### src/core/pwm_update_pkg.sv
package pwm_update_pkg;
    // Register byte addresses
    localparam logic [7:0] OFS_TIMER_CTRL = 8'h00;
    localparam logic [7:0] OFS_MODULO = 8'h04;
    localparam logic [7:0] OFS_CHAN_CTRL = 8'h08;
    localparam logic [7:0] OFS_CHAN_VALUE = 8'h0C;
    localparam logic [7:0] OFS_COUNTER = 8'h10;
    localparam logic [7:0] OFS_IRQ_STATUS = 8'h14;
    localparam logic [7:0] OFS_IRQ_MASK = 8'h18;
    localparam logic [7:0] OFS_DEBUG = 8'h1C;
    // timer_status_control fields
    localparam int CLKSEL_LSB = 0;
    localparam int CENTER_BIT = 2;
    // channel_status_control fields
    localparam int ELS_LSB = 0;
    localparam int EDGE_ALIGNED_PWM_OUTPUT_EN_BIT = 2;
    // Status / mask bits
    localparam int IRQ_OVF_BIT = 0;
    localparam int IRQ_CHAN_BIT = 1;
    // Byte write flags sit above the 16-bit value so that any byte value can be written
    localparam int BYTE_HI_BIT = 16;
    localparam int BYTE_LO_BIT = 17;
    localparam logic [15:0] MODULO_RESET = 16'h0000;
    localparam logic [15:0] CHAN_VALUE_RESET = 16'h0000;
    localparam logic [15:0] COUNT_TOP = 16'hFFFF;
    localparam logic [15:0] COUNT_TOP_M1 = 16'hFFFE;
    localparam logic [1:0] CLKSEL_OFF = 2'h0;
    localparam logic [1:0] ELS_OFF = 2'h0;
    localparam logic [1:0] RESP_OKAY = 2'h0;
    localparam logic [1:0] HTRANS_NONSEQ = 2'h2;
    localparam logic [2:0] HSIZE_WORD = 3'h2;
    // Prescale divider count for clock select 2 (slower source)
    localparam logic [3:0] SLOW_DIV_MAX = 4'h7;
endpackage

### src/core/pwm_channel_value_update.sv
`timescale 1ns/10ps
// What this block does
// - Edge PWM loads buffer at modulo-1 to modulo
// - Free-running edge PWM loads at FFFE to FFFF
// - Center PWM value equal modulo gives full duty
// - Center PWM value modulo-1 gives almost full duty
// - Zero to nonzero waits for new period
// - Nonzero to zero finishes period with old duty
// - Debug control write clears modulo byte pairing
// - Edge PWM output frozen while clock deselected
// - Edge select zero leaves pin to port
// - Overflow flag at modulo to zero wrap
// - Center overflow flag at up-to-down turn
module pwm_channel_value_update
    import pwm_update_pkg::*;
(
    // Clock and reset
    input wire logic clk_sys,
    input wire logic rst,
    // AHB-Lite slave
    input wire logic hsel,
    input wire logic [7:0] haddr,
    input wire logic [1:0] htrans,
    input wire logic hwrite,
    input wire logic [2:0] hsize,
    input wire logic [31:0] hwdata,
    input wire logic hready,
    output logic [31:0] hrdata,
    output logic hreadyout,
    output logic [1:0] hresp,
    // Debug state
    input wire logic background_debug_mode,
    // Channel pin and interrupt
    output logic chan_pin_out,
    output logic chan_pin_oe,
    output logic irq
);
    import pwm_update_pkg::*;

    typedef struct packed {
        logic wr_pend;
        logic [7:0] wr_addr;
        logic rd_pend;
        logic [7:0] rd_addr;
        logic [1:0] clock_source_select;
        logic center_align_select;
        logic [1:0] edge_level_select;
        logic edge_aligned_pwm_output_en;
        logic [15:0] counter_modulo;
        logic [15:0] mod_buf;
        logic mod_hi_seen;
        logic mod_lo_seen;
        logic [15:0] channel_value;
        logic [15:0] val_buf;
        logic val_hi_seen;
        logic val_lo_seen;
        logic [15:0] count;
        logic count_down;
        logic [3:0] div;
        logic edge_aligned_pwm_output_out;
        logic [1:0] status;
        logic [1:0] mask;
        logic [31:0] rdata;
    } state_t;

    state_t s_reg;
    state_t s_next;
    logic tick;
    logic at_top;
    logic [15:0] top;
    logic [15:0] top_m1;
    logic wr_now;
    logic [31:0] rd_mux;
    logic ovf_ev;
    logic chan_ev;
    logic load_val;

    assign top = (s_reg.counter_modulo == MODULO_RESET) ? COUNT_TOP : s_reg.counter_modulo;
    assign top_m1 = (s_reg.counter_modulo == MODULO_RESET) ? COUNT_TOP_M1 :
        16'(s_reg.counter_modulo - 16'h0001);
    assign at_top = (s_reg.count == top);
    // Clock select 1 counts every bus cycle, other nonzero values use the divider
    assign tick = (s_reg.clock_source_select == 2'h1) ||
        ((s_reg.clock_source_select != CLKSEL_OFF) && (s_reg.div == SLOW_DIV_MAX));
    assign wr_now = s_reg.wr_pend;

    always_comb begin
        case (s_reg.rd_addr)
            OFS_TIMER_CTRL: rd_mux = {29'h0, s_reg.center_align_select,
                s_reg.clock_source_select};
            OFS_MODULO: rd_mux = {16'h0, s_reg.counter_modulo};
            OFS_CHAN_CTRL: rd_mux = {29'h0, s_reg.edge_aligned_pwm_output_en, s_reg.edge_level_select};
            OFS_CHAN_VALUE: rd_mux = {16'h0, s_reg.channel_value};
            OFS_COUNTER: rd_mux = {15'h0, s_reg.count_down, s_reg.count};
            OFS_IRQ_STATUS: rd_mux = {30'h0, s_reg.status};
            OFS_IRQ_MASK: rd_mux = {30'h0, s_reg.mask};
            OFS_DEBUG: rd_mux = {28'h0, s_reg.val_lo_seen, s_reg.val_hi_seen,
                s_reg.mod_lo_seen, s_reg.mod_hi_seen};
            default: rd_mux = 32'h0;
        endcase
    end

    always_comb begin
        s_next = s_reg;
        ovf_ev = 1'b0;
        chan_ev = 1'b0;
        load_val = 1'b0;
        // Reads take one wait state so that read data comes from a flip-flop
        s_next.wr_pend = hsel && hready && (htrans == HTRANS_NONSEQ) && hwrite &&
            (hsize == HSIZE_WORD);
        s_next.rd_pend = hsel && hready && (htrans == HTRANS_NONSEQ) && !hwrite;
        if (hsel && hready && htrans == HTRANS_NONSEQ) begin
            s_next.wr_addr = haddr;
            s_next.rd_addr = haddr;
        end
        if (s_reg.rd_pend) begin
            s_next.rdata = rd_mux;
        end

        // Prescaler
        if (s_reg.clock_source_select == CLKSEL_OFF || s_reg.div == SLOW_DIV_MAX) begin
            s_next.div = 4'h0;
        end else begin
            s_next.div = 4'(s_reg.div + 4'h1);
        end

        // Counter, overflow and waveform
        if (tick) begin
            if (s_reg.center_align_select) begin
                if (!s_reg.count_down && at_top) begin
                    s_next.count_down = 1'b1;
                    s_next.count = 16'(s_reg.count - 16'h0001);
                    ovf_ev = 1'b1;
                    load_val = 1'b1;
                end else if (s_reg.count_down && s_reg.count == 16'h0000) begin
                    s_next.count_down = 1'b0;
                    s_next.count = 16'h0001;
                end else if (s_reg.count_down) begin
                    s_next.count = 16'(s_reg.count - 16'h0001);
                end else begin
                    s_next.count = 16'(s_reg.count + 16'h0001);
                end
                // Output high while count is below value; value at modulo holds full duty
                if (s_reg.channel_value >= top) begin
                    s_next.edge_aligned_pwm_output_out = 1'b1;
                end else begin
                    s_next.edge_aligned_pwm_output_out = (s_next.count < s_reg.channel_value);
                end
                if (s_next.count == s_reg.channel_value) begin
                    chan_ev = 1'b1;
                end
            end else begin
                s_next.count_down = 1'b0;
                if (at_top) begin
                    s_next.count = 16'h0000;
                    ovf_ev = 1'b1;
                end else begin
                    s_next.count = 16'(s_reg.count + 16'h0001);
                end
                if (s_reg.count == top_m1) begin
                    load_val = 1'b1;
                end
                // Only refreshed on a counter tick, so it freezes when clock is off
                if (s_reg.edge_aligned_pwm_output_en) begin
                    s_next.edge_aligned_pwm_output_out = (s_next.count < s_reg.channel_value);
                end
                if (s_next.count == s_reg.channel_value) begin
                    chan_ev = 1'b1;
                end
            end
        end
        if (load_val && s_reg.val_hi_seen && s_reg.val_lo_seen) begin
            s_next.channel_value = s_reg.val_buf;
            s_next.val_hi_seen = 1'b0;
            s_next.val_lo_seen = 1'b0;
        end

        // Register writes
        if (wr_now) begin
            case (s_reg.wr_addr)
                OFS_TIMER_CTRL: begin
                    s_next.clock_source_select = hwdata[CLKSEL_LSB +: 2];
                    s_next.center_align_select = hwdata[CENTER_BIT];
                    if (background_debug_mode) begin
                        s_next.mod_hi_seen = 1'b0;
                        s_next.mod_lo_seen = 1'b0;
                    end
                end
                OFS_MODULO: begin
                    if (hwdata[BYTE_HI_BIT]) begin
                        s_next.mod_buf[15:8] = hwdata[15:8];
                        s_next.mod_hi_seen = 1'b1;
                    end
                    if (hwdata[BYTE_LO_BIT]) begin
                        s_next.mod_buf[7:0] = hwdata[7:0];
                        s_next.mod_lo_seen = 1'b1;
                    end
                end
                OFS_CHAN_CTRL: begin
                    s_next.edge_level_select = hwdata[ELS_LSB +: 2];
                    s_next.edge_aligned_pwm_output_en = hwdata[EDGE_ALIGNED_PWM_OUTPUT_EN_BIT];
                end
                OFS_CHAN_VALUE: begin
                    if (hwdata[BYTE_HI_BIT]) begin
                        s_next.val_buf[15:8] = hwdata[15:8];
                        s_next.val_hi_seen = 1'b1;
                    end
                    if (hwdata[BYTE_LO_BIT]) begin
                        s_next.val_buf[7:0] = hwdata[7:0];
                        s_next.val_lo_seen = 1'b1;
                    end
                end
                OFS_COUNTER: begin
                    s_next.count = 16'h0000;
                    s_next.count_down = 1'b0;
                    s_next.div = 4'h0;
                end
                OFS_IRQ_STATUS: s_next.status = s_reg.status & ~hwdata[1:0];
                OFS_IRQ_MASK: s_next.mask = hwdata[1:0];
                default: begin
                end
            endcase
        end
        // Modulo takes effect once both bytes have arrived
        if (s_next.mod_hi_seen && s_next.mod_lo_seen) begin
            s_next.counter_modulo = s_next.mod_buf;
            s_next.mod_hi_seen = 1'b0;
            s_next.mod_lo_seen = 1'b0;
        end
        // Set wins over a same-cycle clear
        if (ovf_ev) begin
            s_next.status[IRQ_OVF_BIT] = 1'b1;
        end
        if (chan_ev) begin
            s_next.status[IRQ_CHAN_BIT] = 1'b1;
        end
    end

    always_ff @(posedge clk_sys or posedge rst) begin
        if (rst) begin
            s_reg <= '0;
        end else begin
            s_reg <= s_next;
        end
    end

    assign hrdata = s_reg.rdata;
    // Low only in the first data-phase cycle of a read
    assign hreadyout = !s_reg.rd_pend;
    assign hresp = RESP_OKAY;
    assign irq = |(s_reg.status & s_reg.mask);
    // Output active-low when edge select 01, high-true otherwise; 00 releases the pin
    assign chan_pin_oe = s_reg.edge_aligned_pwm_output_en && (s_reg.edge_level_select != ELS_OFF);
    assign chan_pin_out = (s_reg.edge_level_select == 2'h1) ? ~s_reg.edge_aligned_pwm_output_out : s_reg.edge_aligned_pwm_output_out;
endmodule

### config.mk
export PLATFORM = sky130hd
export DESIGN_NAME = pwm_channel_value_update
export DESIGN_NICKNAME = d
export VERILOG_FILES = /design/src/core/pwm_update_pkg.sv /design/src/core/pwm_channel_value_update.sv
export SDC_FILE = /design/constraint.sdc
export NUM_CORES = 1
export LEC_CHECK = 0
export ABC_AREA = 1
export BUFFER_PORTS_ARGS = -buffer_cell sky130_fd_sc_hd__buf_2
export CAP_MARGIN = 25
export CORE_MARGIN = 3
export CORE_UTILIZATION = 50
export DETAILED_ROUTE_END_ITERATION = 12
export GPL_TIMING_DRIVEN = 0
export PLACE_DENSITY = 0.72
export SYNTH_ARGS = -nofsm -noshare
export SYNTH_HDL_FRONTEND = slang
export SYNTH_SLANG_ARGS = --single-unit
### constraint.sdc
create_clock -name clk_sys -period 4.1 [get_ports clk_sys]
set_input_delay 0.82 -clock clk_sys [delete_from_list [all_inputs] [get_ports clk_sys]]
set_output_delay 0.82 -clock clk_sys [all_outputs]
set_load 0.01 [all_outputs]
* Word level (Yosys, flattened, before mapping)
Index checks and enable logic that the tools add are counted. W data, S select, Z words.
Storage, ports and cells: bits in registers 142, input port bits 51
Operators by class: $add $sub $neg 4, order comparisons 3, equality and inequality tests 16, mux-type cells 50, bitwise gates (word level) 4, reductions and logical operators 37
Operator list (count):
- $pmux W17 S8 | 1
- $mux W16 | 8
- $mux W17 | 5
- $eq A16 B16 Y1 | 4
- $eq A8 B5 Y1 const B | 4
- $logic_not A16 Y1 | 2
- $lt A16 B16 Y1 | 2
- $sub A16 B1 Y16 const B | 2
- $mux W23 | 1
- $mux W1 | 22
- $mux W21 | 1
- $mux W18 | 1
- $add A16 B1 Y16 const B | 1
- $eq A8 B4 Y1 const B | 2
- $ge A16 B16 Y1 | 1
- $mux W8 | 2
- $reduce_bool A2 Y1 | 7
- $logic_and A1 B1 Y1 | 12
- $mux W2 | 6
- $reduce_and A2 Y1 | 6
- $eq A8 B3 Y1 const B | 1
- $logic_not A8 Y1 | 1
- $mux W4 | 2
- $reduce_and A3 Y1 | 2
- 13 further kinds | 18

* Longest topological paths before layout
word-level depth 13, mapped depth 26

* Least setup slack after synthesis
OpenSTA, ideal clock, no wires.
path type register to register, start point reg s_reg[110] (netlist name), end point reg s_reg[36] (netlist name), library setup time 0.133 ns, arrival 3.150 ns, setup slack 0.817 ns, cell stages (with the launch flop) 25, buffers on the path 2, cell sequence dfrtp_1 inv_1 ha_1 nand2_2 nor2_4 nand2_4 buf_6 nand3_2 nand2_1 nor2_1 nand2_1 nor2_2 nand3_4 inv_2 buf_4 nand2_1 and2_1 ha_1 nand2_1 o21ai_0 a21boi_0 o21ai_0 a21oi_1 o21ai_0 a22oi_1
On the way: longest elaborated chain between the ends 10, elaborated cells on any way between the ends 16, classes of those cells order compare (3); eq/ne (1); mux (10); reduce/logical (2)
RTL lines:
- from (decl) | line pwm_channel_value_update.sv:66 | state_t s_reg;
- from (signal assigned) | line pwm_channel_value_update.sv:243 | s_reg <= s_next;
- $logic_not A16 Y1 | line pwm_channel_value_update.sv:78 | assign top = (s_reg.counter_modulo == MODULO_RESET) ? COUNT_TOP : s_reg.counter_modulo;
- $mux W16 (*) | line pwm_channel_value_update.sv:78
- $eq A16 B16 Y1 | line pwm_channel_value_update.sv:81 | assign at_top = (s_reg.count == top);
- $logic_and A1 B1 Y1 | line pwm_channel_value_update.sv:130 | if (!s_reg.count_down && at_top) begin
- $mux W17 | line pwm_channel_value_update.sv:130
- $mux W17 | line pwm_channel_value_update.sv:129 | if (s_reg.center_align_select) begin
- $mux W17 | line pwm_channel_value_update.sv:128 | if (tick) begin
- $lt A16 B16 Y1 | line pwm_channel_value_update.sv:147 | s_next.edge_aligned_pwm_output_out = (s_next.count < s_reg.channel_value);
- $mux W1 | line pwm_channel_value_update.sv:144 | if (s_reg.channel_value >= top) begin
- $mux W1 (*) | line pwm_channel_value_update.sv:129
Every way passes the cells marked *; elsewhere a longest branch is shown, timed or not. The select of a mux whose other input is x is not followed. A chain may end at the register's enable or synchronous reset.

* Final worst setup path
Same ends and word-level chain as after synthesis.

==> flow_summary.html <==
<table>
<tr><th>Metric</th><th>Value</th></tr>
<tr><th colspan="2">Run status</th></tr>
<tr><td>Status</td><td>completed</td></tr>
<tr><th colspan="2">Layout</th></tr>
<tr><td>Commonest cells after routing, fill and taps aside</td><td>373 x nand2_1, 156 x inv_1, 127 x dfrtp_1</td></tr>
<tr><td>Share of post-route cells with drive strength above 1</td><td>0.141</td></tr>
<tr><td>Util after Layout</td><td>0.592</td></tr>
<tr><td>Synthesis-to-layout area growth</td><td>15.6%</td></tr>
<tr><td>Final-stage net count</td><td>1513</td></tr>
<tr><td>Max FFs per register</td><td>109</td></tr>
<tr><td>Most common cell after layout, fill and taps aside</td><td>nand2_1</td></tr>
<tr><td>Diodes inserted</td><td>0</td></tr>
<tr><td>Filler cell count</td><td>1713</td></tr>
<tr><th colspan="2">Routing</th></tr>
<tr><td>Met1 wire length</td><td>12800 um</td></tr>
<tr><td>DRC violation count after routing</td><td>0</td></tr>
<tr><td>Met3 routed wirelength</td><td>~2000 um</td></tr>
<tr><td>Top sig layer</td><td>met4</td></tr>
<tr><td>Total Routed Length</td><td>29800 um</td></tr>
<tr><td>Number of DRC markers in iteration 0</td><td>836</td></tr>
<tr><td>Routed wire length per instance</td><td>18.0 um</td></tr>
<tr><td>Count of TritonRoute iterations in the first routing pass</td><td>6</td></tr>
<tr><td>Routed vias</td><td>9149</td></tr>
<tr><td>Vias per std cell</td><td>5.54</td></tr>
<tr><td>Post-route ant nets</td><td>0</td></tr>
<tr><td>Met2 routed WL</td><td>14000 um</td></tr>
<tr><th colspan="2">STA</th></tr>
<tr><td>Worst slew pin tran</td><td>0.901 ns</td></tr>
<tr><td>Maximum frequency from static timing analysis</td><td>255 MHz</td></tr>
<tr><td>Setup TNS</td><td>0 ns</td></tr>
<tr><td>Slew HR</td><td>0.393</td></tr>
<tr><td>Finish-stage setup viols</td><td>0</td></tr>
<tr><td>Worst-case setup margin in the final layout</td><td>0.182 ns</td></tr>
<tr><td>Final Max Tran Viols</td><td>0</td></tr>
<tr><td>Part of the cycle the worst path needs</td><td>0.956</td></tr>
<tr><td>Setup clock skew after layout</td><td>0.0119 ns</td></tr>
<tr><td>Final Hold Fails</td><td>0</td></tr>
<tr><td>Final min period</td><td>about 4 ns</td></tr>
<tr><th colspan="2">Placed design</th></tr>
<tr><td>Count of buffers from port buffering</td><td>57</td></tr>
<tr><td>Final weighted congestion in routability-driven placement</td><td>slightly below 1</td></tr>
<tr><td>Setup slack after placement</td><td>-0.255 ns</td></tr>
<tr><td>Detail Placement HPWL</td><td>22700 um</td></tr>
<tr><th colspan="2">Power</th></tr>
<tr><td>Total design power</td><td>3.76 mW</td></tr>
<tr><td>Peak VDD IR</td><td>0.270 mV</td></tr>
<tr><td>Pwr per Cell Area</td><td>351 nW/um2</td></tr>
<tr><td>Leakage dissipation</td><td>5.77 nW</td></tr>
<tr><th colspan="2">Synth</th></tr>
<tr><td>Main flop type after synthesis</td><td>dfrtp_1</td></tr>
<tr><td>Yosys warns</td><td>0</td></tr>
<tr><td>Synth top area share</td><td>0.343</td></tr>
<tr><td>Largest cells by area after synthesis</td><td>dfrtp_1 34%, nand2_1 15%, ha_1 7.0%</td></tr>
<tr><td>Average instance area after synthesis</td><td>7.07 um2</td></tr>
<tr><td>Register area share after synthesis</td><td>0.343</td></tr>
<tr><td>Post-synth top area cell</td><td>dfrtp_1</td></tr>
<tr><td>Instance count of the mapped netlist</td><td>between 1000 and 1500</td></tr>
<tr><td>Area of the mapped netlist</td><td>9270 um2</td></tr>
<tr><td>Proportion of register bits with asynchronous set or reset after synthesis</td><td>1.00</td></tr>
<tr><td>Number of distinct library cells after synthesis</td><td>47</td></tr>
<tr><td>Post-synthesis register bit count</td><td>127</td></tr>
<tr><td>EDFF count, synth</td><td>0</td></tr>
<tr><th colspan="2">Clock tree</th></tr>
<tr><td>Buffer levels on the longest clock path</td><td>2</td></tr>
<tr><td>Latest clock arrival within the worst-skew pair</td><td>0.43 ns</td></tr>
<tr><td>Num CTS Buffers</td><td>17</td></tr>
<tr><td>Register clock-pin slew on the reported worst setup and hold paths</td><td>approximately 0.070 ns</td></tr>
<tr><td>Number of clock sinks seen by CTS</td><td>127</td></tr>
<tr><td>TritonCTS clock tree</td><td>yes</td></tr>
<tr><td>Deepest level of the CTS H-tree</td><td>4</td></tr>
<tr><td>Buffer type at the clock tree root</td><td>clkbuf_16</td></tr>
<tr><th colspan="2">Critical path</th></tr>
<tr><td>Worst path bufs/invs</td><td>4</td></tr>
<tr><td>R2R cell count</td><td>22</td></tr>
<tr><td>Critical-path maximum fanout</td><td>10</td></tr>
<tr><td>Slowest cell on the critical path</td><td>dfrtp_1</td></tr>
<tr><td>Kind of critical path</td><td>register to register</td></tr>
<tr><td>FF-to-FF setup slack</td><td>0.18 ns</td></tr>
<tr><td>Sort of element at the end of the critical path</td><td>register</td></tr>
<tr><td>CP cell instances</td><td>inv_4 -&gt; ha_4 -&gt; nand2_2 -&gt; nor2_4 -&gt; nand2_4 -&gt; buf_6 -&gt; nand3_1 -&gt; nand2_1 -&gt; nor2_1 -&gt; nand2_1 -&gt; nor2_4 -&gt; nand2_4 -&gt; clkinvlp_4 -&gt; buf_2 -&gt; nor2_1 -&gt; ha_1 -&gt; nand2_1 -&gt; nor2_1 -&gt; nand4_1 -&gt; a21o_1 -&gt; a31oi_1 -&gt; a22oi_2</td></tr>
<tr><td>Required time of the worst setup path</td><td>4.41 ns</td></tr>
<tr><td>Reg2Reg Capture Point</td><td>s_reg[36]</td></tr>
<tr><td>Slowest cell delay on critical path</td><td>roughly 0.4 ns</td></tr>
<tr><td>Type of element launching the critical path</td><td>register</td></tr>
<tr><td>CP arrival</td><td>4.22 ns</td></tr>
<tr><td>Start of the worst register-to-register path</td><td>s_reg[110]</td></tr>
<tr><td>Critical path's top delay family</td><td>simple AND/OR/NAND/NOR gates</td></tr>
<tr><th colspan="2">Global routing</th></tr>
<tr><td>First-pass GRT wire length</td><td>46400 um</td></tr>
<tr><td>Largest net degree at the start of global routing</td><td>42</td></tr>
<tr><td>Total overflow reported by the global router</td><td>0</td></tr>
<tr><td>Total routing usage reported by global routing</td><td>0.297</td></tr>
<tr><td>Vias in the first global route</td><td>8489</td></tr>
<tr><td>Initial antenna violation count</td><td>0</td></tr>
<tr><th colspan="2">Die</th></tr>
<tr><td>Standard-cell rows</td><td>49</td></tr>
<tr><td>Starting density of the core</td><td>0.512</td></tr>
<tr><td>Horiz. Die Dim</td><td>142 um</td></tr>
<tr><td>Area of the die</td><td>20200 um2</td></tr>
<tr><td>Vert. Die Dim</td><td>about 140 um</td></tr>
<tr><td>Area of the core region</td><td>18100 um2</td></tr>
<tr><td># IOs</td><td>89</td></tr>
<tr><th colspan="2">Hold path</th></tr>
<tr><td>Worst min-delay path category</td><td>input pin to asynchronous set/reset pin</td></tr>
<tr><th colspan="2">Job</th></tr>
<tr><td>Count of maximum capacitance violations</td><td>0</td></tr>
</table>
## cells in the mapped netlist (2+ instances only)
cell and number:
buf_4 35, nand2_2 4, o22ai_1 15, and2_1 3, nand4_1 40, inv_1 160
clkinv_1 3, nand3_1 78, dfrtp_1 127, nand3_2 5, o2111ai_1 3, o31ai_1 2
xnor2_1 2, nor3_1 12, nor2_1 96, mux2_2 18, a211oi_1 2, xor2_1 25
a21oi_1 55, a31oi_1 2, ha_1 52, clkbuf_1 37, o211ai_1 11, buf_6 5
o21a_1 2, nor4_1 4, buf_2 10, or2_2 2, o21ai_0 100, nand3b_1 5
nand2_1 373, o41ai_1 2, nor2_2 7
## how the worst max path moves through the flow
stage,startpoint,to,slack (ns),depth (start not counted)
after detailed placement,s_reg[111],s_reg[36],-0.25,24
after global placement,s_reg[111],s_reg[36],-0.23,24
after global routing,s_reg[110],s_reg[36],-0.04,24
final,s_reg[110],s_reg[36],0.18,22
after CTS,s_reg[111],s_reg[35],0.02,22
after floorplan,s_reg[110],s_reg[36],0.82,24
## timing repair
| item | 4_1_cts | 5_1_grt |
|---|---|---|
| pin swaps | 1 | 2 |
| gates resized for setup | 2 | 21 |
| endpoints found under the setup margin | 2 | 2 |
| buffers inserted | 2 | 2 |
| hold buffers | 0 | 0 |
## stage by stage
step                cell area (um2)  hold WS [ns]  cells
floorplan                      9330         0.431   1327
global placement               9900         0.449   1613
detailed placement             9960         0.462   1616
CTS                           10600         0.339   1650
global route                  10700         0.352   1652
finish                        10700         0.343   1652
## final cells by class
cell class / count / area [um2] / area share
clock inverter: 15 / 216 / 0.0202
sequential: 127 / 3180 / 0.297
clock buffer: 17 / 425 / 0.0397
inverter: 164 / 628 / 0.0587
buffer: 87 / 515 / 0.0481
tap: 229 / 287 / 0.0268
multi-input combinational: 949 / 5080 / 0.475
timing repair buffer: 64 / 375 / 0.0351
## report_power, final
part / total, mW / switching (mW) / leakage [nW] / internal [mW]
clock: 1.68 / 0.687 / 0.319 / 0.995
combinational: 0.752 / 0.478 / 3.78 / 0.273
sequential: 1.32 / 0.0274 / 1.68 / 1.30
total: 3.76 / 1.19 / 5.77 / 2.56
## cell families (layout without fill, tap and decap cells)
group                    count (synthesis)  after routing  synth area share
AO/OA/AOI/OAI                          200            200             0.119
multiplexers                            18             18            0.0219
other                                    1             17          0.000405
XOR/XNOR                                28             28            0.0280
AND/OR/NAND/NOR                        634            634             0.296
buffers and inverters                  251            347             0.121
flip-flops                             127            127             0.343
adder cells (fa/ha/maj)                 52             52            0.0702
## metal layers
metal  global-route usage  vias up
met5                    0        -
met4               0.0975        0
met3               0.0470       68
met2                0.488      408
met1                0.404     4253
li1                     -     4420
Power figures use the tool's default switching activity.
